==> config.mk <==
export PLATFORM = sky130hd
export DESIGN_NAME = luvm_core
export DESIGN_NICKNAME = d
export VERILOG_FILES = /design/src/logic/luvm_pkg.sv /design/src/logic/luvm_core.sv
export VERILOG_INCLUDE_DIRS = /design/src /design/src/logic
export SDC_FILE = /design/constraint.sdc
export NUM_CORES = 1
export LEC_CHECK = 0
export ABC_AREA = 0
export CORE_UTILIZATION = 27
export DETAILED_ROUTE_END_ITERATION = 10
export DONT_BUFFER_PORTS = 1
export PLACE_DENSITY = 0.51
export REMOVE_ABC_BUFFERS = 1
export SLEW_MARGIN = 20
export SYNTH_ARGS = -nofsm -noshare
export SYNTH_HDL_FRONTEND = slang
export SYNTH_SLANG_ARGS = --single-unit
==> constraint.sdc <==
create_clock -name clk_i -period 20.3 [get_ports clk_i]
set_input_delay 3.045 -clock clk_i [delete_from_list [all_inputs] [get_ports clk_i]]
set_output_delay 3.045 -clock clk_i [all_outputs]
set_load 0.01 [all_outputs]
==> src/logic/luvm_consts.svh <==
// Purpose: Offsets, field positions, reset values and timing figures of the light and UV sequencer.
// Assumes: Included by its bare name from the package user files.
// Notes:   Definitions only; offsets, masks, writable-register reset values and timing figures live here; the repeat-rate table is in the core.
`ifndef LUVM_CONSTS_SVH
`define LUVM_CONSTS_SVH

// Register offsets on the two-wire bus.
`define LUVM_ADDR_MAIN   8'h00
`define LUVM_ADDR_RATE   8'h04
`define LUVM_ADDR_GAIN   8'h05
`define LUVM_ADDR_AMB0   8'h0d
`define LUVM_ADDR_AMB1   8'h0e
`define LUVM_ADDR_AMB2   8'h0f
`define LUVM_ADDR_UV0    8'h10
`define LUVM_ADDR_UV1    8'h11
`define LUVM_ADDR_UV2    8'h12
`define LUVM_ADDR_ICFG   8'h19
`define LUVM_ADDR_PST    8'h1a
`define LUVM_ADDR_UP0    8'h21
`define LUVM_ADDR_UP1    8'h22
`define LUVM_ADDR_UP2    8'h23
`define LUVM_ADDR_LO0    8'h24
`define LUVM_ADDR_LO1    8'h25
`define LUVM_ADDR_LO2    8'h26
`define LUVM_ADDR_VAR    8'h27

// Reset values.
`define LUVM_RST_MAIN    8'h00
`define LUVM_RST_RATE    8'h22
`define LUVM_RST_GAIN    8'h01
`define LUVM_RST_ICFG    8'h10
`define LUVM_RST_PST     8'h00
`define LUVM_RST_VAR     8'h00
`define LUVM_RST_UP      20'hfffff
`define LUVM_RST_LO      20'h00000

// Writable bits; all others read as zero.
`define LUVM_MASK_MAIN   8'h0a
`define LUVM_MASK_RATE   8'h77
`define LUVM_MASK_GAIN   8'h07
`define LUVM_MASK_ICFG   8'h34
`define LUVM_MASK_PST    8'hf0
`define LUVM_MASK_VAR    8'h17

// Field positions.
`define LUVM_BIT_EN      1
`define LUVM_BIT_UVMODE  3
`define LUVM_BIT_IRQEN   2
`define LUVM_BIT_VARMODE 4
`define LUVM_SRC_UV      2'b11

// Bus address of the device and timing figures.
`define LUVM_DEV_ADDR    7'h53
`define LUVM_CLK_KHZ     10000
`define LUVM_SETTLE_MS   5
`define LUVM_UNIT_MS     25
`define LUVM_VAR_BASE    20'h00008

`endif

==> src/logic/luvm_pkg.sv <==
// Purpose: Types shared by the light and UV sequencer.
// Assumes: Nothing beyond the constants header.
// Notes:   Numbers live in luvm_consts.svh; this package holds types only.
package luvm_pkg;
	typedef logic [19:0] luvm_result_t;
	typedef logic [2:0]  luvm_gain_t;
	typedef logic [7:0]  luvm_byte_t;
	typedef enum logic [1:0] {
		SEQ_STANDBY,
		SEQ_SETTLE,
		SEQ_WAIT,
		SEQ_CONVERT
	} luvm_seq_e;
	typedef enum logic [3:0] {
		BUS_IDLE,
		BUS_ADDR,
		BUS_ACKA,
		BUS_PTR,
		BUS_ACKP,
		BUS_WDAT,
		BUS_ACKW,
		BUS_RDAT,
		BUS_RACK
	} luvm_bus_e;
endpackage

==> src/logic/luvm_core.sv <==
// Purpose: Measurement sequencer, register file, two-wire slave and threshold interrupt of the light/UV sensor.
// Assumes: Front-end samples arrive on clk_i; bus pins are asynchronous and are filtered here.
// Notes:   Open-drain pins pull low while their enable_n output is low.
`timescale 1ns/1ps
`include "luvm_consts.svh"

module luvm_core #(
	parameter int unsigned      SETTLE_CYC = `LUVM_SETTLE_MS * `LUVM_CLK_KHZ,
	parameter int unsigned      UNIT_CYC   = `LUVM_UNIT_MS * `LUVM_CLK_KHZ,
	parameter logic [6:0]       DEV_ADDR   = `LUVM_DEV_ADDR
) (
	input  wire logic                  clk_i,
	input  wire logic                  nrst_i,
	input  wire logic                  scl_i,
	input  wire logic                  sda_i,
	output logic                       sda_o,
	output logic                       sda_oe_n_o,
	output logic                       irq_pad_o,
	output logic                       irq_pad_oe_n_o,
	input  wire luvm_pkg::luvm_result_t ambient_sample_i,
	input  wire luvm_pkg::luvm_result_t uv_sample_i,
	output logic                       support_power_o,
	output logic                       adc_active_o,
	output logic                       measure_uv_o,
	output luvm_pkg::luvm_gain_t       gain_o
);
	import luvm_pkg::*;

	// Register file.
	luvm_byte_t   main_q, rate_q, gain_q, icfg_q, pst_q, var_q;
	luvm_result_t upper_q, lower_q, amb_q, uv_q;

	// Bus pin filtering and slave state.
	logic [2:0]   pin_sync_q [2];
	logic [1:0]   pin_f_q;
	logic         scl_f_d, sda_f_d;
	logic         scl_rise, scl_fall, bus_start, bus_stop;
	luvm_bus_e    bus_q;
	logic [3:0]   bit_cnt_q;
	luvm_byte_t   shift_q, ptr_q, tx_q, rd_byte;
	logic         sda_drv_q, to_read_q, wr_stb;

	// Sequencer state.
	luvm_seq_e    seq_q;
	logic [31:0]  tmr_q, rate_cnt_q;
	logic         pend_q, chan_q, done;
	logic [2:0]   res_sh;
	logic [31:0]  integ_cyc, period_cyc;
	luvm_result_t conv_max, conv_val;

	// Interrupt evaluation.
	luvm_result_t prev_q, eval_val, diff;
	logic [4:0]   hit_cnt_q;
	logic         irq_q, eval, hit;

	// Repeat-rate code to multiples of the 25 ms unit.
	function automatic logic [6:0] rate_mult(input logic [2:0] code);
		case (code)
			3'd0:    rate_mult = 7'd1;
			3'd1:    rate_mult = 7'd2;
			3'd2:    rate_mult = 7'd4;
			3'd3:    rate_mult = 7'd8;
			3'd4:    rate_mult = 7'd20;
			3'd5:    rate_mult = 7'd40;
			default: rate_mult = 7'd80;
		endcase
	endfunction

	// Register read decode; unmapped offsets read as zero.
	function automatic luvm_byte_t reg_rd(input luvm_byte_t a);
		case (a)
			`LUVM_ADDR_MAIN: reg_rd = main_q;
			`LUVM_ADDR_RATE: reg_rd = rate_q;
			`LUVM_ADDR_GAIN: reg_rd = gain_q;
			`LUVM_ADDR_AMB0: reg_rd = amb_q[7:0];
			`LUVM_ADDR_AMB1: reg_rd = amb_q[15:8];
			`LUVM_ADDR_AMB2: reg_rd = {4'h0, amb_q[19:16]};
			`LUVM_ADDR_UV0:  reg_rd = uv_q[7:0];
			`LUVM_ADDR_UV1:  reg_rd = uv_q[15:8];
			`LUVM_ADDR_UV2:  reg_rd = {4'h0, uv_q[19:16]};
			`LUVM_ADDR_ICFG: reg_rd = icfg_q;
			`LUVM_ADDR_PST:  reg_rd = pst_q;
			`LUVM_ADDR_UP0:  reg_rd = upper_q[7:0];
			`LUVM_ADDR_UP1:  reg_rd = upper_q[15:8];
			`LUVM_ADDR_UP2:  reg_rd = {4'h0, upper_q[19:16]};
			`LUVM_ADDR_LO0:  reg_rd = lower_q[7:0];
			`LUVM_ADDR_LO1:  reg_rd = lower_q[15:8];
			`LUVM_ADDR_LO2:  reg_rd = {4'h0, lower_q[19:16]};
			`LUVM_ADDR_VAR:  reg_rd = var_q;
			default:         reg_rd = 8'h00;
		endcase
	endfunction

	// Three-stage synchronisers for clock and data; stage one feeds only stage two.
	for (genvar g = 0; g < 2; g++) begin : g_pin
		always_ff @(posedge clk_i or negedge nrst_i) begin
			if (!nrst_i) begin
				pin_sync_q[g] <= 3'b111;
			end else begin
				pin_sync_q[g] <= {pin_sync_q[g][1:0], (g == 0) ? scl_i : sda_i};
			end
		end
		// A level counts only once stages two and three agree, which rejects single-sample glitches.
		always_ff @(posedge clk_i or negedge nrst_i) begin
			if (!nrst_i) begin
				pin_f_q[g] <= 1'b1;
			end else if (pin_sync_q[g][1] == pin_sync_q[g][2]) begin
				pin_f_q[g] <= pin_sync_q[g][2];
			end
		end
	end

	// Edge and bus-condition detection on the filtered levels.
	assign scl_f_d   = (pin_sync_q[0][1] == pin_sync_q[0][2]) ? pin_sync_q[0][2] : pin_f_q[0];
	assign sda_f_d   = (pin_sync_q[1][1] == pin_sync_q[1][2]) ? pin_sync_q[1][2] : pin_f_q[1];
	assign scl_rise  = scl_f_d & ~pin_f_q[0];
	assign scl_fall  = ~scl_f_d & pin_f_q[0];
	assign bus_start = pin_f_q[0] & scl_f_d & pin_f_q[1] & ~sda_f_d;
	assign bus_stop  = pin_f_q[0] & scl_f_d & ~pin_f_q[1] & sda_f_d;
	assign wr_stb    = (bus_q == BUS_WDAT) && scl_fall && (bit_cnt_q == 4'd8);
	assign rd_byte   = reg_rd(ptr_q);

	// Two-wire slave: bits are taken on clock rise and driven after clock fall.
	always_ff @(posedge clk_i or negedge nrst_i) begin
		if (!nrst_i) begin
			bus_q     <= BUS_IDLE;
			bit_cnt_q <= 4'd0;
			shift_q   <= 8'h00;
			ptr_q     <= 8'h00;
			tx_q      <= 8'h00;
			sda_drv_q <= 1'b0;
			to_read_q <= 1'b0;
		end else if (bus_start) begin
			bus_q     <= BUS_ADDR;
			bit_cnt_q <= 4'd0;
			sda_drv_q <= 1'b0;
		end else if (bus_stop) begin
			bus_q     <= BUS_IDLE;
			sda_drv_q <= 1'b0;
		end else begin
			case (bus_q)
				BUS_ADDR, BUS_PTR, BUS_WDAT: begin
					if (scl_rise) begin
						shift_q   <= {shift_q[6:0], pin_f_q[1]};
						bit_cnt_q <= bit_cnt_q + 4'd1;
					end else if (scl_fall && bit_cnt_q == 4'd8) begin
						bit_cnt_q <= 4'd0;
						sda_drv_q <= 1'b1;
						if (bus_q == BUS_ADDR) begin
							// Another device's address: stay off the wire until the next start.
							if (shift_q[7:1] == DEV_ADDR) begin
								bus_q     <= BUS_ACKA;
								to_read_q <= shift_q[0];
							end else begin
								bus_q     <= BUS_IDLE;
								sda_drv_q <= 1'b0;
							end
						end else if (bus_q == BUS_PTR) begin
							ptr_q <= shift_q;
							bus_q <= BUS_ACKP;
						end else begin
							ptr_q <= ptr_q + 8'h01;
							bus_q <= BUS_ACKW;
						end
					end
				end
				BUS_ACKA, BUS_ACKP, BUS_ACKW: begin
					if (scl_fall) begin
						if (bus_q == BUS_ACKA && to_read_q) begin
							tx_q      <= rd_byte;
							sda_drv_q <= ~rd_byte[7];
							bus_q     <= BUS_RDAT;
						end else begin
							sda_drv_q <= 1'b0;
							bus_q     <= (bus_q == BUS_ACKA) ? BUS_PTR : BUS_WDAT;
						end
					end
				end
				BUS_RDAT: begin
					if (scl_rise) begin
						bit_cnt_q <= bit_cnt_q + 4'd1;
					end else if (scl_fall) begin
						if (bit_cnt_q == 4'd8) begin
							sda_drv_q <= 1'b0;
							ptr_q     <= ptr_q + 8'h01;
							bus_q     <= BUS_RACK;
						end else begin
							sda_drv_q <= ~tx_q[3'd7 - bit_cnt_q[2:0]];
						end
					end
				end
				BUS_RACK: begin
					// A not-acknowledge ends the read; the host follows with stop or start.
					if (scl_rise && pin_f_q[1]) begin
						bus_q <= BUS_IDLE;
					end else if (scl_fall) begin
						bit_cnt_q <= 4'd0;
						tx_q      <= rd_byte;
						sda_drv_q <= ~rd_byte[7];
						bus_q     <= BUS_RDAT;
					end
				end
				default: begin
					sda_drv_q <= 1'b0;
				end
			endcase
		end
	end

	// Host-written registers; reserved bits are dropped so they read as zero.
	always_ff @(posedge clk_i or negedge nrst_i) begin
		if (!nrst_i) begin
			main_q  <= `LUVM_RST_MAIN;
			rate_q  <= `LUVM_RST_RATE;
			gain_q  <= `LUVM_RST_GAIN;
			icfg_q  <= `LUVM_RST_ICFG;
			pst_q   <= `LUVM_RST_PST;
			var_q   <= `LUVM_RST_VAR;
			upper_q <= `LUVM_RST_UP;
			lower_q <= `LUVM_RST_LO;
		end else if (wr_stb) begin
			case (ptr_q)
				`LUVM_ADDR_MAIN: main_q <= shift_q & `LUVM_MASK_MAIN;
				`LUVM_ADDR_RATE: rate_q <= shift_q & `LUVM_MASK_RATE;
				`LUVM_ADDR_GAIN: gain_q <= shift_q & `LUVM_MASK_GAIN;
				`LUVM_ADDR_ICFG: icfg_q <= shift_q & `LUVM_MASK_ICFG;
				`LUVM_ADDR_PST:  pst_q  <= shift_q & `LUVM_MASK_PST;
				`LUVM_ADDR_VAR:  var_q  <= shift_q & `LUVM_MASK_VAR;
				`LUVM_ADDR_UP0:  upper_q[7:0]   <= shift_q;
				`LUVM_ADDR_UP1:  upper_q[15:8]  <= shift_q;
				`LUVM_ADDR_UP2:  upper_q[19:16] <= shift_q[3:0];
				`LUVM_ADDR_LO0:  lower_q[7:0]   <= shift_q;
				`LUVM_ADDR_LO1:  lower_q[15:8]  <= shift_q;
				`LUVM_ADDR_LO2:  lower_q[19:16] <= shift_q[3:0];
				default: begin
				end
			endcase
		end
	end

	// Resolution code 0..4 is 20..16 bits; larger codes behave as 16 bits.
	assign res_sh     = (rate_q[6:4] > 3'd4) ? 3'd4 : rate_q[6:4];
	assign integ_cyc  = UNIT_CYC << (3'd4 - res_sh);
	assign period_cyc = 32'(UNIT_CYC * rate_mult(rate_q[2:0]));
	assign conv_max   = `LUVM_RST_UP >> res_sh;
	assign conv_val   = chan_q ? uv_sample_i : ambient_sample_i;
	assign done       = (seq_q == SEQ_CONVERT) && (tmr_q >= integ_cyc - 32'd1);

	// Main sequencer: standby, settle, wait for a trigger, convert.
	always_ff @(posedge clk_i or negedge nrst_i) begin
		if (!nrst_i) begin
			seq_q  <= SEQ_STANDBY;
			tmr_q  <= 32'd0;
			chan_q <= 1'b0;
		end else begin
			case (seq_q)
				SEQ_STANDBY: begin
					tmr_q <= 32'd0;
					if (main_q[`LUVM_BIT_EN]) begin
						seq_q <= SEQ_SETTLE;
					end
				end
				SEQ_SETTLE: begin
					tmr_q <= tmr_q + 32'd1;
					if (!main_q[`LUVM_BIT_EN]) begin
						seq_q <= SEQ_STANDBY;
					end else if (tmr_q >= SETTLE_CYC - 32'd1) begin
						seq_q <= SEQ_WAIT;
					end
				end
				SEQ_WAIT: begin
					tmr_q <= 32'd0;
					if (!main_q[`LUVM_BIT_EN]) begin
						seq_q <= SEQ_STANDBY;
					end else if (pend_q) begin
						seq_q  <= SEQ_CONVERT;
						chan_q <= main_q[`LUVM_BIT_UVMODE];
					end
				end
				SEQ_CONVERT: begin
					tmr_q <= tmr_q + 32'd1;
					// A cleared enable is honoured only once the running conversion ends.
					if (done) begin
						seq_q <= main_q[`LUVM_BIT_EN] ? SEQ_WAIT : SEQ_STANDBY;
					end
				end
				default: begin
					seq_q <= SEQ_STANDBY;
				end
			endcase
		end
	end

	// Scheduler: the first trigger is immediate, later ones follow the repeat rate.
	always_ff @(posedge clk_i or negedge nrst_i) begin
		if (!nrst_i) begin
			rate_cnt_q <= 32'd0;
			pend_q     <= 1'b0;
		end else if (seq_q == SEQ_STANDBY || seq_q == SEQ_SETTLE) begin
			rate_cnt_q <= 32'd0;
			pend_q     <= 1'b1;
		end else if (rate_cnt_q >= period_cyc - 32'd1) begin
			rate_cnt_q <= 32'd0;
			pend_q     <= 1'b1;
		end else begin
			rate_cnt_q <= rate_cnt_q + 32'd1;
			if (seq_q == SEQ_WAIT && pend_q) begin
				pend_q <= 1'b0;
			end
		end
	end

	// Results change only at conversion end, all bytes at once, clipped to the resolution.
	always_ff @(posedge clk_i or negedge nrst_i) begin
		if (!nrst_i) begin
			amb_q <= 20'h00000;
			uv_q  <= 20'h00000;
		end else if (done) begin
			if (chan_q) begin
				uv_q <= (conv_val > conv_max) ? conv_max : conv_val;
			end else begin
				amb_q <= (conv_val > conv_max) ? conv_max : conv_val;
			end
		end
	end

	// Evaluation happens only when the completed channel is the selected source.
	assign eval     = done && (chan_q == (icfg_q[5:4] == `LUVM_SRC_UV));
	assign eval_val = (conv_val > conv_max) ? conv_max : conv_val;
	assign diff     = (eval_val > prev_q) ? eval_val - prev_q : prev_q - eval_val;
	assign hit      = var_q[`LUVM_BIT_VARMODE] ?
		(diff > (`LUVM_VAR_BASE << var_q[2:0])) :
		(eval_val > upper_q || eval_val < lower_q);

	// Consecutive-hit counter and level interrupt; an in-range result releases the pad.
	always_ff @(posedge clk_i or negedge nrst_i) begin
		if (!nrst_i) begin
			prev_q    <= 20'h00000;
			hit_cnt_q <= 5'd0;
			irq_q     <= 1'b0;
		end else if (!icfg_q[`LUVM_BIT_IRQEN]) begin
			hit_cnt_q <= 5'd0;
			irq_q     <= 1'b0;
		end else if (eval) begin
			prev_q <= eval_val;
			if (hit) begin
				if (hit_cnt_q <= {1'b0, pst_q[7:4]}) begin
					hit_cnt_q <= hit_cnt_q + 5'd1;
				end
				if (hit_cnt_q >= {1'b0, pst_q[7:4]}) begin
					irq_q <= 1'b1;
				end
			end else begin
				hit_cnt_q <= 5'd0;
				irq_q     <= 1'b0;
			end
		end
	end

	// Pads are open drain: output low, enable_n low while pulling.
	assign sda_o           = 1'b0;
	assign sda_oe_n_o      = ~sda_drv_q;
	assign irq_pad_o       = 1'b0;
	assign irq_pad_oe_n_o  = ~irq_q;
	assign support_power_o = (seq_q != SEQ_STANDBY);
	assign adc_active_o    = (seq_q == SEQ_CONVERT);
	assign measure_uv_o    = chan_q;
	assign gain_o          = gain_q[2:0];

endmodule // luvm_core

### Word-level counts from Yosys, hierarchy flattened

Index checks and enable logic that the tools add are counted.

* output and inout bits: 10
* register bits: 238
* input bits: 44
* logic and storage cells: 282

* add/subtract/negate cells: 11
* $lt $le $gt $ge: 12
* equality and inequality tests: 70
* multiplexer cells: 84
* bitwise logic cells: 19
* shift operators: 3
* reductions and logical operators: 49
* $mul: 1

Operator list (number)
* $pmux 8 s18: 1
* $mux 8: 11
* $gt 20x20->1: 4
* $mux 4: 18
* $add 32x1->32 const B: 2
* $ge 32x32->1: 2
* $mux 32: 2
* $pmux 32 s2: 1
* $mux 20: 3
* $eq 8x6->1 const B: 7
* $pmux 7 s6: 1
* $eq 8x5->1 const B: 5
* $sub 20x20->20: 2
* $ne 4x4->1 const B: 9
* $reduce_and 2->1: 17
* $ge 32x16->1 const B: 1
* $pmux 8 s2: 2
* $shl 18x3->32 const A: 1
* $sub 32x1->32 const B: 1
* $sub 25x1->26 const B: 1
* $eq 8x4->1 const B: 3
* $mux 1: 24
* $ne 2x2->1 const B: 12
* $mul 14x7->21 const A: 1
* 54 further kinds: 118

### Depth between registers and ports, before layout

Gate-level depths: netlist of the first run.

* word-level depth: 12
* gate-level depth with buffers: 40

### Worst setup path after synthesis of the first run

No wires, ideal clock.

* path type: input -> register
* from: input port uv_sample_i[17]
* to: register hit_cnt_q[1]
* path slack: 11.508 ns
* arrival time: 8.660 ns
* setup time: 0.132 ns
* buffers on the path: 5
* stages on the path: 32
* required time: 20.168 ns
* path through: mux2_2 -> ha_1 -> a21o_1 -> a21oi_1 -> o21ai_0 -> a21oi_1 -> a41o_1 -> buf_2 -> clkbuf_1 -> nand3_1 -> ha_1 -> clkbuf_8 -> nand4_1 -> nand2b_1 -> a211o_1 -> a31oi_1 -> buf_2 -> buf_2 -> nand2_1 -> o31a_1 -> xor2_1 -> ha_1 -> nor2b_1 -> o21a_1 -> o21a_1 -> o21a_1 -> o21ai_0 -> a21oi_1 -> o22ai_1 -> o211ai_2 -> a31oi_1 -> o22ai_1

* longest elaborated chain between the ends: 10

RTL lines
* start, declared: RTL line luvm_core.sv:21 `input wire luvm_pkg::luvm_result_t uv_sample_i,`
* $mux 20 *: RTL line luvm_core.sv:246 `assign conv_val = chan_q ? uv_sample_i : ambient_sample_i;`
* $gt 20x20->1 *: RTL line luvm_core.sv:329 `assign eval_val = (conv_val > conv_max) ? conv_max : conv_val;`
* $mux 20 *: RTL line luvm_core.sv:329
* via eval_val[7]: RTL line luvm_core.sv:52 `luvm_result_t prev_q, eval_val, diff;`
* $sub 20x20->20 / $gt 20x20->1 (equally long branches): RTL line luvm_core.sv:330 `assign diff = (eval_val > prev_q) ? eval_val - prev_q : prev_q - eval_val;`
* $mux 20: RTL line luvm_core.sv:330
* $gt 20x20->1: RTL line luvm_core.sv:332 `` (diff > (`LUVM_VAR_BASE << var_q[2:0])) : ``
* $mux 1 *: RTL line luvm_core.sv:331 `` assign hit = var_q[`LUVM_BIT_VARMODE] ? ``
* $mux 5: RTL line luvm_core.sv:346 `if (hit) begin`
* $mux 5: RTL line luvm_core.sv:344 `end else if (eval) begin`
* $mux 5: RTL line luvm_core.sv:341 `` end else if (!icfg_q[`LUVM_BIT_IRQEN]) begin ``
* end signal, assigned: RTL line luvm_core.sv:348 `hit_cnt_q <= hit_cnt_q + 5'd1;`
* end, declared: RTL line luvm_core.sv:53 `logic [4:0] hit_cnt_q;`

The timed path passes the listed nets; every way through them passes the cells marked *. The select of a mux whose other input is x is not followed.
A chain may end at the register's enable or synchronous reset.

### Worst setup path after layout of the first run

* from: input port uv_sample_i[16]
* to: register hit_cnt_q[1]

Same word-level chain as after synthesis.

==> impl_metrics.py, run 1 <==
metrics = {
    "grt": {
        "grt-busiest-layer": "met2",
        "use_met3": 0.0161,
        "gr-usage-all-layers": 0.157,
        "grt_pass1_vias": 14600,
        "grt_pass1_wl_mm": 84.8,
        "grt_antenna_before_repair": 1,
        "gr-usage-met1": 0.217,
        "grt_overflow": 0,
        "grt_use_met2": 0.256,
        "grt_max_degree": 239,
    },
    "power_and_ir_drop": {
        "switching_share": 0.255,
        "switching_power_mw": 0.284,
        "finalPower_mw": 1.11,
        "p_leak_nw": 8.95,
        "clockPowerShare": 0.467,
        "comb_power_share": 0.097,
        "power_density_nw_per_um2": 56.2,
        "p_int_mw": 0.831,
        "pwr-share-seq": 0.436,
        "ir_worst_vdd_v": 0.0000556,
    },
    "logic_synthesis": {
        "synth_mux_area_frac": 0.0463,
        "synth_warnings": 0,
        "ys_ff_latch": 238,
        "synthXorXnorAreaFrac": 0.0555,
        "ys.flop_type": "dfrtp_1",
        "synthAdderAreaFrac": 0.150,
        "synth_area_per_cell_sq_um": 8.76,
        "synth.top_cells.by_area": "dfrtp_1, ha_1, nand2_1, dfstp_2, o21ai_0",
        "synth_compound_area_frac": 0.171,
        "synth_area_sq_um": 18100,
        "synth_top_family_by_area": "simple AND/OR/NAND/NOR gates",
        "synth_top_area_cell": "dfrtp_1",
        "async_flop_share": 1.00,
        "ys_seq_area_frac": 0.330,
        "yosysMostFrequentCell": "nand2_1",
        "synth-edff-count": 0,
        "synth_cell_types": 89,
        "netlist_instances": 2072,
        "synthSimpleGateAreaFrac": 0.191,
        "synthTopCellsByCount": "nand2_1, dfrtp_1, ha_1",
        "synth_top_area_share": 0.284,
    },
    "detailed_routing": {
        "drt-total-wl_mm": 54.0,
        "drc_errors": 2,
        "ant_nets": 0,
        "firstDrtPassIters": 10,
        "wl_per_cell_um": 18.5,
        "drtIter0Drc": 935,
        "viasPerCell": 5.08,
        "vias": 14800,
    },
    "placed_design": {
        "placed_cell_area_sq_um": 18900,
        "gp_congestion": 0.892,
        "dpl.hpwl_mm": 41.1,
        "port_buffers": 0,
    },
    "min_path": {
        "hold_class": "flip-flop to flip-flop",
    },
    "timing": {
        "max_freq_mhz": 102,
        "hold_violations": 0,
        "period_share": 0.483,
        "rsz0062_at_grt": "no",
        "setup_tns_ps": 0,
        "period_needed_ps": 9810,
        "setup_viol": 0,
        "slew_violations": 0,
        "relSlewSlack": 0.336,
        "tightest_slew_ps": 997,
        "skew_ps": 9.81,
    },
    "flow_run": {
        "drv_cap": 0,
    },
    "cells_and_area": {
        "seqCellArea_sq_um": 6000,
        "syn_to_final_growth_pct": 9.22,
        "drive_above_1_share": 0.0819,
        "fill_cells": 7026,
        "final_area_sq_um": 19800,
        "multiInputGateArea_sq_um": 11200,
        "final_nets": 2287,
    },
    "clock_network": {
        "htree_levels": 1,
        "cts_tree": "yes",
        "cts_hold_buf": 0,
        "post_cts_buffers": 0,
        "clockRootBuffer": "clkbuf_16",
        "clkTransAtPathRegs_ps": 60,
        "cts.sinks": 238,
        "clock_latency_ps": 560,
        "cts.repair.resized": 0,
        "cts_buffers": 29,
        "clockBufferDepth": 3,
    },
    "critical_path": {
        "crit_path_top_delay_cell": "a41o_1",
        "cpPeakStageDelay_ps": 700,
        "critPathCaptureType": "flip-flop",
        "crit_required_ps": 20730,
        "cpMostUsedCell": "a21oi_1",
        "path_class": "primary input to flip-flop",
        "crit_arrival_ps": 10240,
        "start_kind": "primary input",
        "cp_max_fo": 21,
    },
    "run_status": {
        "outcome": "finished with violations",
        "violations": "DRC",
    },
    "die": {
        "die_w_um": 261,
        "coreArea_sq_um": 66100,
        "fp.dieH_um": 261,
        "rows": 94,
        "die_area_sq_um": 68200,
        "io-pin-count": 54,
        "start_util": 0.274,
    },
}
==> power groups by stage <==
| stage | clock network (mW) | logic (mW) | registers, mW |
|---|---|---|---|
| after floorplan | 0 | 0.0774 | 0.492 |
| after global placement | 0 | 0.107 | 0.495 |
| after detailed placement | 0 | 0.107 | 0.495 |
| after CTS | 0.537 | 0.108 | 0.486 |
| after global routing | 0.556 | 0.120 | 0.487 |
| final | 0.520 | 0.108 | 0.486 |
==> metrics by stage <==
stage,worst slack (ps),hold WS [ps],utilization,instances
after floorplan,10690,345,-,1994
after global placement,9960,359,0.285,2864
after detailed placement,9800,355,0.285,2864
after CTS,10330,366,0.300,2916
after global routing,9800,368,0.300,2916
final,10490,365,0.300,2917
==> cell families after synthesis <==
family / count (synthesis)
fa+ha+maj: 213
xor+xnor: 115
buf+inv: 235
flops: 238
other cells: 1
simple gates: 707
mux: 76
compound gates: 487
==> flip-flops by register name (all words and copies together), names as in the netlist, 2 cells and up <==
signal and cells:
gain_q 3, prev_q 20, ptr_q 8, amb_q 20, tmr_q 32, tx_q 8
uv_q 20, bit_cnt_q 4, upper_q 20, icfg_q 3, var_q 4, seq_q 2
rate_cnt_q 32, pin_f_q 2, lower_q 20, bus_q 4, main_q 2, pst_q 4
hit_cnt_q 5, pin_sync_q 6, rate_q 6, shift_q 8
==> critical path, delay by kind of cell <==
kind,cells,cell delay (ps)
adder cells (fa/ha/maj),3,840
AND/OR/NAND/NOR,5,750
buffers and inverters,3,580
XOR/XNOR,1,170
AO/OA/AOI/OAI,19,4500
multiplexers,1,340
==> worst paths after layout <==
kind / from / end / slack [ps] / cells past startpoint
max: uv_sample_i[16] / hit_cnt_q[1]$_DFFE_PN0P_ / 10490 / 32
min: pin_sync_q[0]$_DFF_PN1_ / pin_sync_q[1]$_DFF_PN1_ / 360 / 0
max reg2reg: rate_q[2]$_DFFE_PN0P_ / pend_q$_DFFE_PN0P_ / 10570 / 35
min reg2reg: pin_sync_q[0]$_DFF_PN1_ / pin_sync_q[1]$_DFF_PN1_ / 360 / 0
max in group asynchronous: nrst_i / tmr_q[8]$_DFF_PN0_ / 17460 / 0
min in group asynchronous: nrst_i / bus_q[1]$_DFFE_PN0P_ / 2220 / 0
==> cell usage in the layout (no fill, tap or decap), types with 28 or more instances in the layout <==
master,count
nor2b_1,28
clkbuf_16,29
a21o_1,43
a21oi_1,119
nor2_1,145
ha_1,203
nand4_1,39
xor2_1,50
nand2_1,232
mux2i_1,30
mux2_2,44
dfrtp_1,205
dfstp_2,32
and2_1,48
nand3_1,67
xnor2_1,65
inv_1,154
nor3_1,30
o21ai_0,154
==> layer usage <==
layer  part of all wire  vias up  routed length, um
met5                  0        -                  0
met2               0.46      333              24700
li1                   -     7211                  -
met1               0.47     7195              25300
met3              0.040       83               2160
met4              0.032        0               1710
==> final cells by class <==
cell class              instances  area share
repair buffers                  6     0.00227
multi-input cells            1601       0.564
clock buffers                  38      0.0398
flip-flops and latches        238       0.303
diodes                          1    0.000126
well taps                     864      0.0546
inverters                     155      0.0294
clock inverters                14     0.00758
(Power assumes the default switching activity.)
==> run 2, diff against run 1 <==
==> constraint.sdc (replaced) <==
create_clock -name clk_i -period 9.5 [get_ports clk_i]
set_input_delay 1.425 -clock clk_i [delete_from_list [all_inputs] [get_ports clk_i]]
set_output_delay 1.425 -clock clk_i [all_outputs]
set_load 0.01 [all_outputs]
==> impl_metrics.py, run 2 (synthesis gave the netlist of run 1 again) <==
metrics = {
    "flow_run": {
        "drv_cap": 0,
    },
    "timing": {
        "relSlewSlack": 0.275,
        "skew_ps": 28.1,
        "rsz0062_at_grt": "no",
        "period_share": 0.911,
        "period_needed_ps": 8660,
        "slew_violations": 0,
        "tightest_slew_ps": 1090,
        "setup_tns_ps": 0,
        "max_freq_mhz": 116,
        "setup_viol": 0,
        "hold_violations": 0,
        "setup_slack_ps": 845,
    },
    "detailed_routing": {
        "wl_met3_mm": 2.08,
        "vias": 14900,
        "met2_wirelength_mm": 24.9,
        "viasPerCell": 5.10,
        "drt-total-wl_mm": 53.9,
        "drtIter0Drc": 1235,
        "firstDrtPassIters": 8,
        "m1WireLength_mm": 25.5,
        "wl_per_cell_um": 18.4,
        "drc_errors": 0,
        "top_layer": "met4",
        "ant_nets": 0,
    },
    "die": {
        "rows": 94,
        "io-pin-count": 54,
        "start_util": 0.274,
        "fp.dieH_um": 261,
        "coreArea_sq_um": 66100,
        "die_w_um": 261,
        "die_area_sq_um": 68200,
    },
    "cells_and_area": {
        "fill_cells": 6981,
        "seqCellArea_sq_um": 6000,
        "drive_above_1_share": 0.0887,
        "antenna_cells": 0,
        "final_nets": 2297,
        "reg_top3": "rate_cnt_q: 32 flops, tmr_q: 32 flops",
        "postLayoutCoreUtil": 0.303,
        "fin_cells": 2928,
        "mostFrequentLayoutCells": "nand2_1, dfrtp_1, ha_1",
        "syn_to_final_growth_pct": 10.2,
        "multiInputGateArea_sq_um": 11200,
        "layout_commonest_cell": "nand2_1",
    },
    "clock_network": {
        "cts_buffers": 29,
        "clkTransAtPathRegs_ps": 60,
        "cts.sinks": 238,
        "clock_latency_ps": 590,
        "htree_levels": 1,
        "clockRootBuffer": "clkbuf_16",
        "clockBufferDepth": 3,
        "cts_tree": "yes",
    },
    "placed_design": {
        "port_buffers": 0,
        "dp_cells": 2871,
        "place_ws_ps": 489,
        "dpl.hpwl_mm": 41.0,
        "gp_congestion": 0.910,
    },
    "grt": {
        "grt_overflow": 0,
        "grt_pass1_vias": 14600,
        "grt_antenna_before_repair": 1,
        "grt_pass1_wl_mm": 84.2,
        "gr-usage-all-layers": 0.157,
        "grt_max_degree": 239,
    },
    "critical_path": {
        "cpPeakStageDelay_ps": 530,
        "rr_endpoint": "pend_q$_DFFE_PN0P_",
        "critPathCaptureType": "flip-flop",
        "path_class": "flip-flop to flip-flop",
        "r2r_start": "rate_q[2]$_DFFE_PN0P_",
        "start_kind": "flip-flop",
        "ff2ff_setup_slack_ps": 840,
        "cpMostUsedCell": "a21o_1",
        "crit_path_top_delay_cell": "fa_1",
        "reg2regPathDepth": 36,
        "crit_arrival_ps": 9120,
        "crit_required_ps": 9970,
        "cp_max_fo": 32,
    },
    "min_path": {
        "hold_path_end": "pin_sync_q[4]$_DFF_PN1_",
        "hold_depth": 0,
        "hold_class": "flip-flop to flip-flop",
        "hp-start": "pin_sync_q[3]$_DFF_PN1_",
    },
    "run_status": {
        "outcome": "finished, final reports clean",
    },
    "power_and_ir_drop": {
        "p_leak_nw": 9.04,
        "ir_worst_vdd_v": 0.000123,
        "power_density_nw_per_um2": 125,
        "finalPower_mw": 2.49,
    },
}
==> run 2: cell types whose count changed in the layout (fill, tap and decap cells not counted), moves of 2 or more <==
cell,previous run,this run
buf_4,6,16
bufinv_16,3,5
clkbuf_1,6,3
clkbuf_8,3,5
clkinv_2,9,6
clkinv_4,0,2
==> run 2: worst max-delay path: cells and delay by family (launching register included) <==
family	cells	cell delay, ps
and+or+nand+nor	9	2000
DFF	1	480
AOI/OAI and AO/OA	12	2380
adders and majority gates	7	2660
buffers and inverters	6	730
xor gates and xnor gates	2	270
==> run 2: layout make-up <==
type	instances	area share
inverters	155	0.0291
clock inverters	17	0.0120
well taps	864	0.0541
clock buffers	37	0.0403
flip-flops and latches	238	0.300
repair buffers	16	0.00601
multi-input cells	1601	0.559
==> run 2: how the worst max path moves through the flow <==
stage / slack [ps] / cells after the start / end / from
after global routing: 110 / 35 / pend_q$_DFFE_PN0P_ / rate_q[2]$_DFFE_PN0P_
after detailed placement: 490 / 35 / pend_q$_DFFE_PN0P_ / rate_q[2]$_DFFE_PN0P_
after CTS: 470 / 35 / pend_q$_DFFE_PN0P_ / rate_q[2]$_DFFE_PN0P_
after global placement: 690 / 35 / pend_q$_DFFE_PN0P_ / rate_q[2]$_DFFE_PN0P_
after floorplan: 980 / 35 / pend_q$_DFFE_PN0P_ / rate_q[2]$_DFFE_PN0P_
final: 840 / 36 / pend_q$_DFFE_PN0P_ / rate_q[2]$_DFFE_PN0P_
==> run 2: routing by layer <==
metal | up-vias | global-route usage
met5 | - | 0
met4 | 0 | 0.0470
met3 | 69 | 0.0157
met2 | 350 | 0.255
met1 | 7291 | 0.219
li1 | 7234 | -
==> run 2: where the power goes <==
part / internal, mW / total (mW) / switching [mW]
Sequential: 1.02 / 1.04 / 0.0143
Clock: 0.739 / 1.22 / 0.485
Combinational: 0.0888 / 0.227 / 0.138
==> run 2: per-stage QoR <==
step,hold WS [ps],area (sq um)
after floorplan,345,17700
after global placement,357,18900
after detailed placement,353,18900
after CTS,364,20000
after global routing,366,20000
final,360,20000
==> run 2: what timing repair did <==
| action | 4_1_cts | 5_1_grt |
|---|---|---|
| setup endpoints to repair | 0 | 32 |
| hold buffers | 0 | 0 |
| endpoints found under the hold margin | 0 | 0 |
| setup buffers | 0 | 3 |
| resized for setup | 0 | 2 |
==> run 3, diff against run 2 <==
--- a/config.mk
+++ b/config.mk
@@ -7,10 +7,12 @@
 export NUM_CORES = 1
 export LEC_CHECK = 0
 export ABC_AREA = 0
+export CELL_PAD_IN_SITES_DETAIL_PLACEMENT = 0
+export CELL_PAD_IN_SITES_GLOBAL_PLACEMENT = 1
 export CORE_UTILIZATION = 27
 export DETAILED_ROUTE_END_ITERATION = 10
 export DONT_BUFFER_PORTS = 1
-export PLACE_DENSITY = 0.51
+export PLACE_DENSITY = 0.6
 export REMOVE_ABC_BUFFERS = 1
 export SLEW_MARGIN = 20
 export SYNTH_ARGS = -nofsm -noshare
==> impl_metrics.py, run 3 (synthesis gave the netlist of run 1 again) <==
metrics = {
    "critical_path": {
        "cpPeakStageDelay_ps": 530,
        "ff2ff_setup_slack_ps": 880,
        "rr_endpoint": "rate_cnt_q[18]$_DFF_PN0_",
        "start_kind": "flip-flop",
        "r2r_start": "rate_q[2]$_DFFE_PN0P_",
        "cpMostUsedCell": "a21o_1",
        "crit_arrival_ps": 9120,
        "crit_required_ps": 10000,
        "crit_path_top_delay_cell": "fa_1",
        "reg2regPathDepth": 35,
        "path_class": "flip-flop to flip-flop",
        "critPathCaptureType": "flip-flop",
        "cp_max_fo": 20,
    },
    "min_path": {
        "hold_class": "flip-flop to flip-flop",
        "hold_path_end": "pin_sync_q[4]$_DFF_PN1_",
        "hp-start": "pin_sync_q[3]$_DFF_PN1_",
        "hold_depth": 0,
    },
    "clock_network": {
        "clockBufferDepth": 3,
        "clkTransAtPathRegs_ps": 60,
        "clockRootBuffer": "clkbuf_16",
        "cts_tree": "yes",
        "cts.sinks": 238,
        "htree_levels": 1,
        "cts_buffers": 30,
        "clock_latency_ps": 590,
    },
    "cells_and_area": {
        "final_nets": 2300,
        "postLayoutCoreUtil": 0.302,
        "drive_above_1_share": 0.0895,
        "antenna_cells": 0,
        "mostFrequentLayoutCells": "nand2_1, dfrtp_1, ha_1",
        "layout_commonest_cell": "nand2_1",
        "syn_to_final_growth_pct": 10.0,
        "reg_top3": "rate_cnt_q: 32 flops, tmr_q: 32 flops",
    },
    "grt": {
        "grt_pass1_wl_mm": 85.7,
        "grt_max_degree": 239,
        "gr-usage-all-layers": 0.161,
        "grt_overflow": 0,
        "grt_pass1_vias": 14700,
        "grt_antenna_before_repair": 0,
    },
    "power_and_ir_drop": {
        "pwr-share-seq": 0.429,
        "ir_worst_vdd_v": 0.000113,
        "switching_share": 0.261,
        "comb_power_share": 0.095,
        "clockPowerShare": 0.476,
        "switching_power_mw": 0.632,
        "p_int_mw": 1.79,
        "finalPower_mw": 2.42,
        "p_leak_nw": 9.03,
        "power_density_nw_per_um2": 121,
    },
    "timing": {
        "tightest_slew_ps": 1080,
        "period_share": 0.908,
        "setup_viol": 0,
        "hold_violations": 0,
        "period_needed_ps": 8620,
        "relSlewSlack": 0.280,
        "rsz0062_at_grt": "no",
        "slew_violations": 0,
        "skew_ps": 28.4,
        "setup_tns_ps": 0,
        "max_freq_mhz": 116,
    },
    "placed_design": {
        "dpl.hpwl_mm": 41.3,
        "port_buffers": 0,
        "gp_congestion": 0.886,
    },
    "detailed_routing": {
        "viasPerCell": 5.06,
        "drc_errors": 0,
        "firstDrtPassIters": 8,
        "drtIter0Drc": 939,
        "wl_per_cell_um": 18.6,
        "ant_nets": 0,
        "vias": 14800,
        "wl_met3_mm": 2.19,
        "top_layer": "met4",
        "met2_wirelength_mm": 25.2,
        "m1WireLength_mm": 25.8,
        "drt-total-wl_mm": 54.6,
    },
    "die": {
        "die_area_sq_um": 68200,
        "fp.dieH_um": 261,
        "coreArea_sq_um": 66100,
        "rows": 94,
        "die_w_um": 261,
        "start_util": 0.274,
        "io-pin-count": 54,
    },
    "flow_run": {
        "drv_cap": 0,
    },
    "run_status": {
        "outcome": "finished, final reports clean",
    },
}
## run 3: metal layers
layer / vias up / track usage
met5: - / 0
met1: 7211 / 0.221
met3: 68 / 0.0169
li1: 7269 / -
met2: 294 / 0.265
met4: 0 / 0.0454
## run 3: repair_timing
| item | in CTS | in global routing |
|---|---|---|
| hold buffers | 0 | 0 |
| resized for setup | 0 | 2 |
| setup endpoints to repair | 0 | 25 |
| buffers inserted | 0 | 3 |
## run 3: layout make-up
class	count	area, sq um
clock buffer	40	838
clock inverter	16	156
fill	7018	46100
inverter	155	582
multi-input combinational	1601	11200
sequential	238	6000
tap	864	1080
timing repair buffer	18	135
## run 3: how the worst max path moves through the flow
| stage | from | end | slack (ps) | cells past startpoint |
|---|---|---|---|---|
| final | rate_q[2]$_DFFE_PN0P_ | rate_cnt_q[18]$_DFF_PN0_ | 880 | 35 |
| after global routing | rate_q[2]$_DFFE_PN0P_ | rate_cnt_q[17]$_DFF_PN0_ | 210 | 35 |
| after CTS | rate_q[2]$_DFFE_PN0P_ | rate_cnt_q[18]$_DFF_PN0_ | 450 | 35 |
| after detailed placement | rate_q[2]$_DFFE_PN0P_ | rate_cnt_q[18]$_DFF_PN0_ | 450 | 35 |
| after global placement | rate_q[2]$_DFFE_PN0P_ | rate_cnt_q[17]$_DFF_PN0_ | 670 | 35 |
| after floorplan | rate_q[2]$_DFFE_PN0P_ | pend_q$_DFFE_PN0P_ | 980 | 35 |
## run 3: per-stage QoR
stage | hold slack (ps) | std cells | setup WS (ps) | area, sq um
finish | 357 | 2932 | 878 | 20000
global route | 365 | 2932 | 208 | 20000
CTS | 362 | 2929 | 449 | 19900
detailed placement | 353 | 2873 | 453 | 18900
global placement | 356 | 2873 | 666 | 18900
floorplan | 345 | 1994 | 985 | 17700
## run 3: critical path: cells and delay by family (launching register included)
kind | cells | cell delay [ps]
compound gates | 11 | 2200
xor+xnor | 1 | 160
fa+ha+maj | 7 | 2810
buf+inv | 6 | 740
flops | 1 | 490
simple gates | 10 | 2140
## run 3: power groups by stage
stage	Combinational [mW]	Sequential [mW]	Clock [mW]
floorplan	0.165	1.05	0
global route	0.256	1.04	1.23
CTS	0.229	1.04	1.19
finish	0.230	1.04	1.15
global placement	0.226	1.06	0
detailed placement	0.228	1.06	0
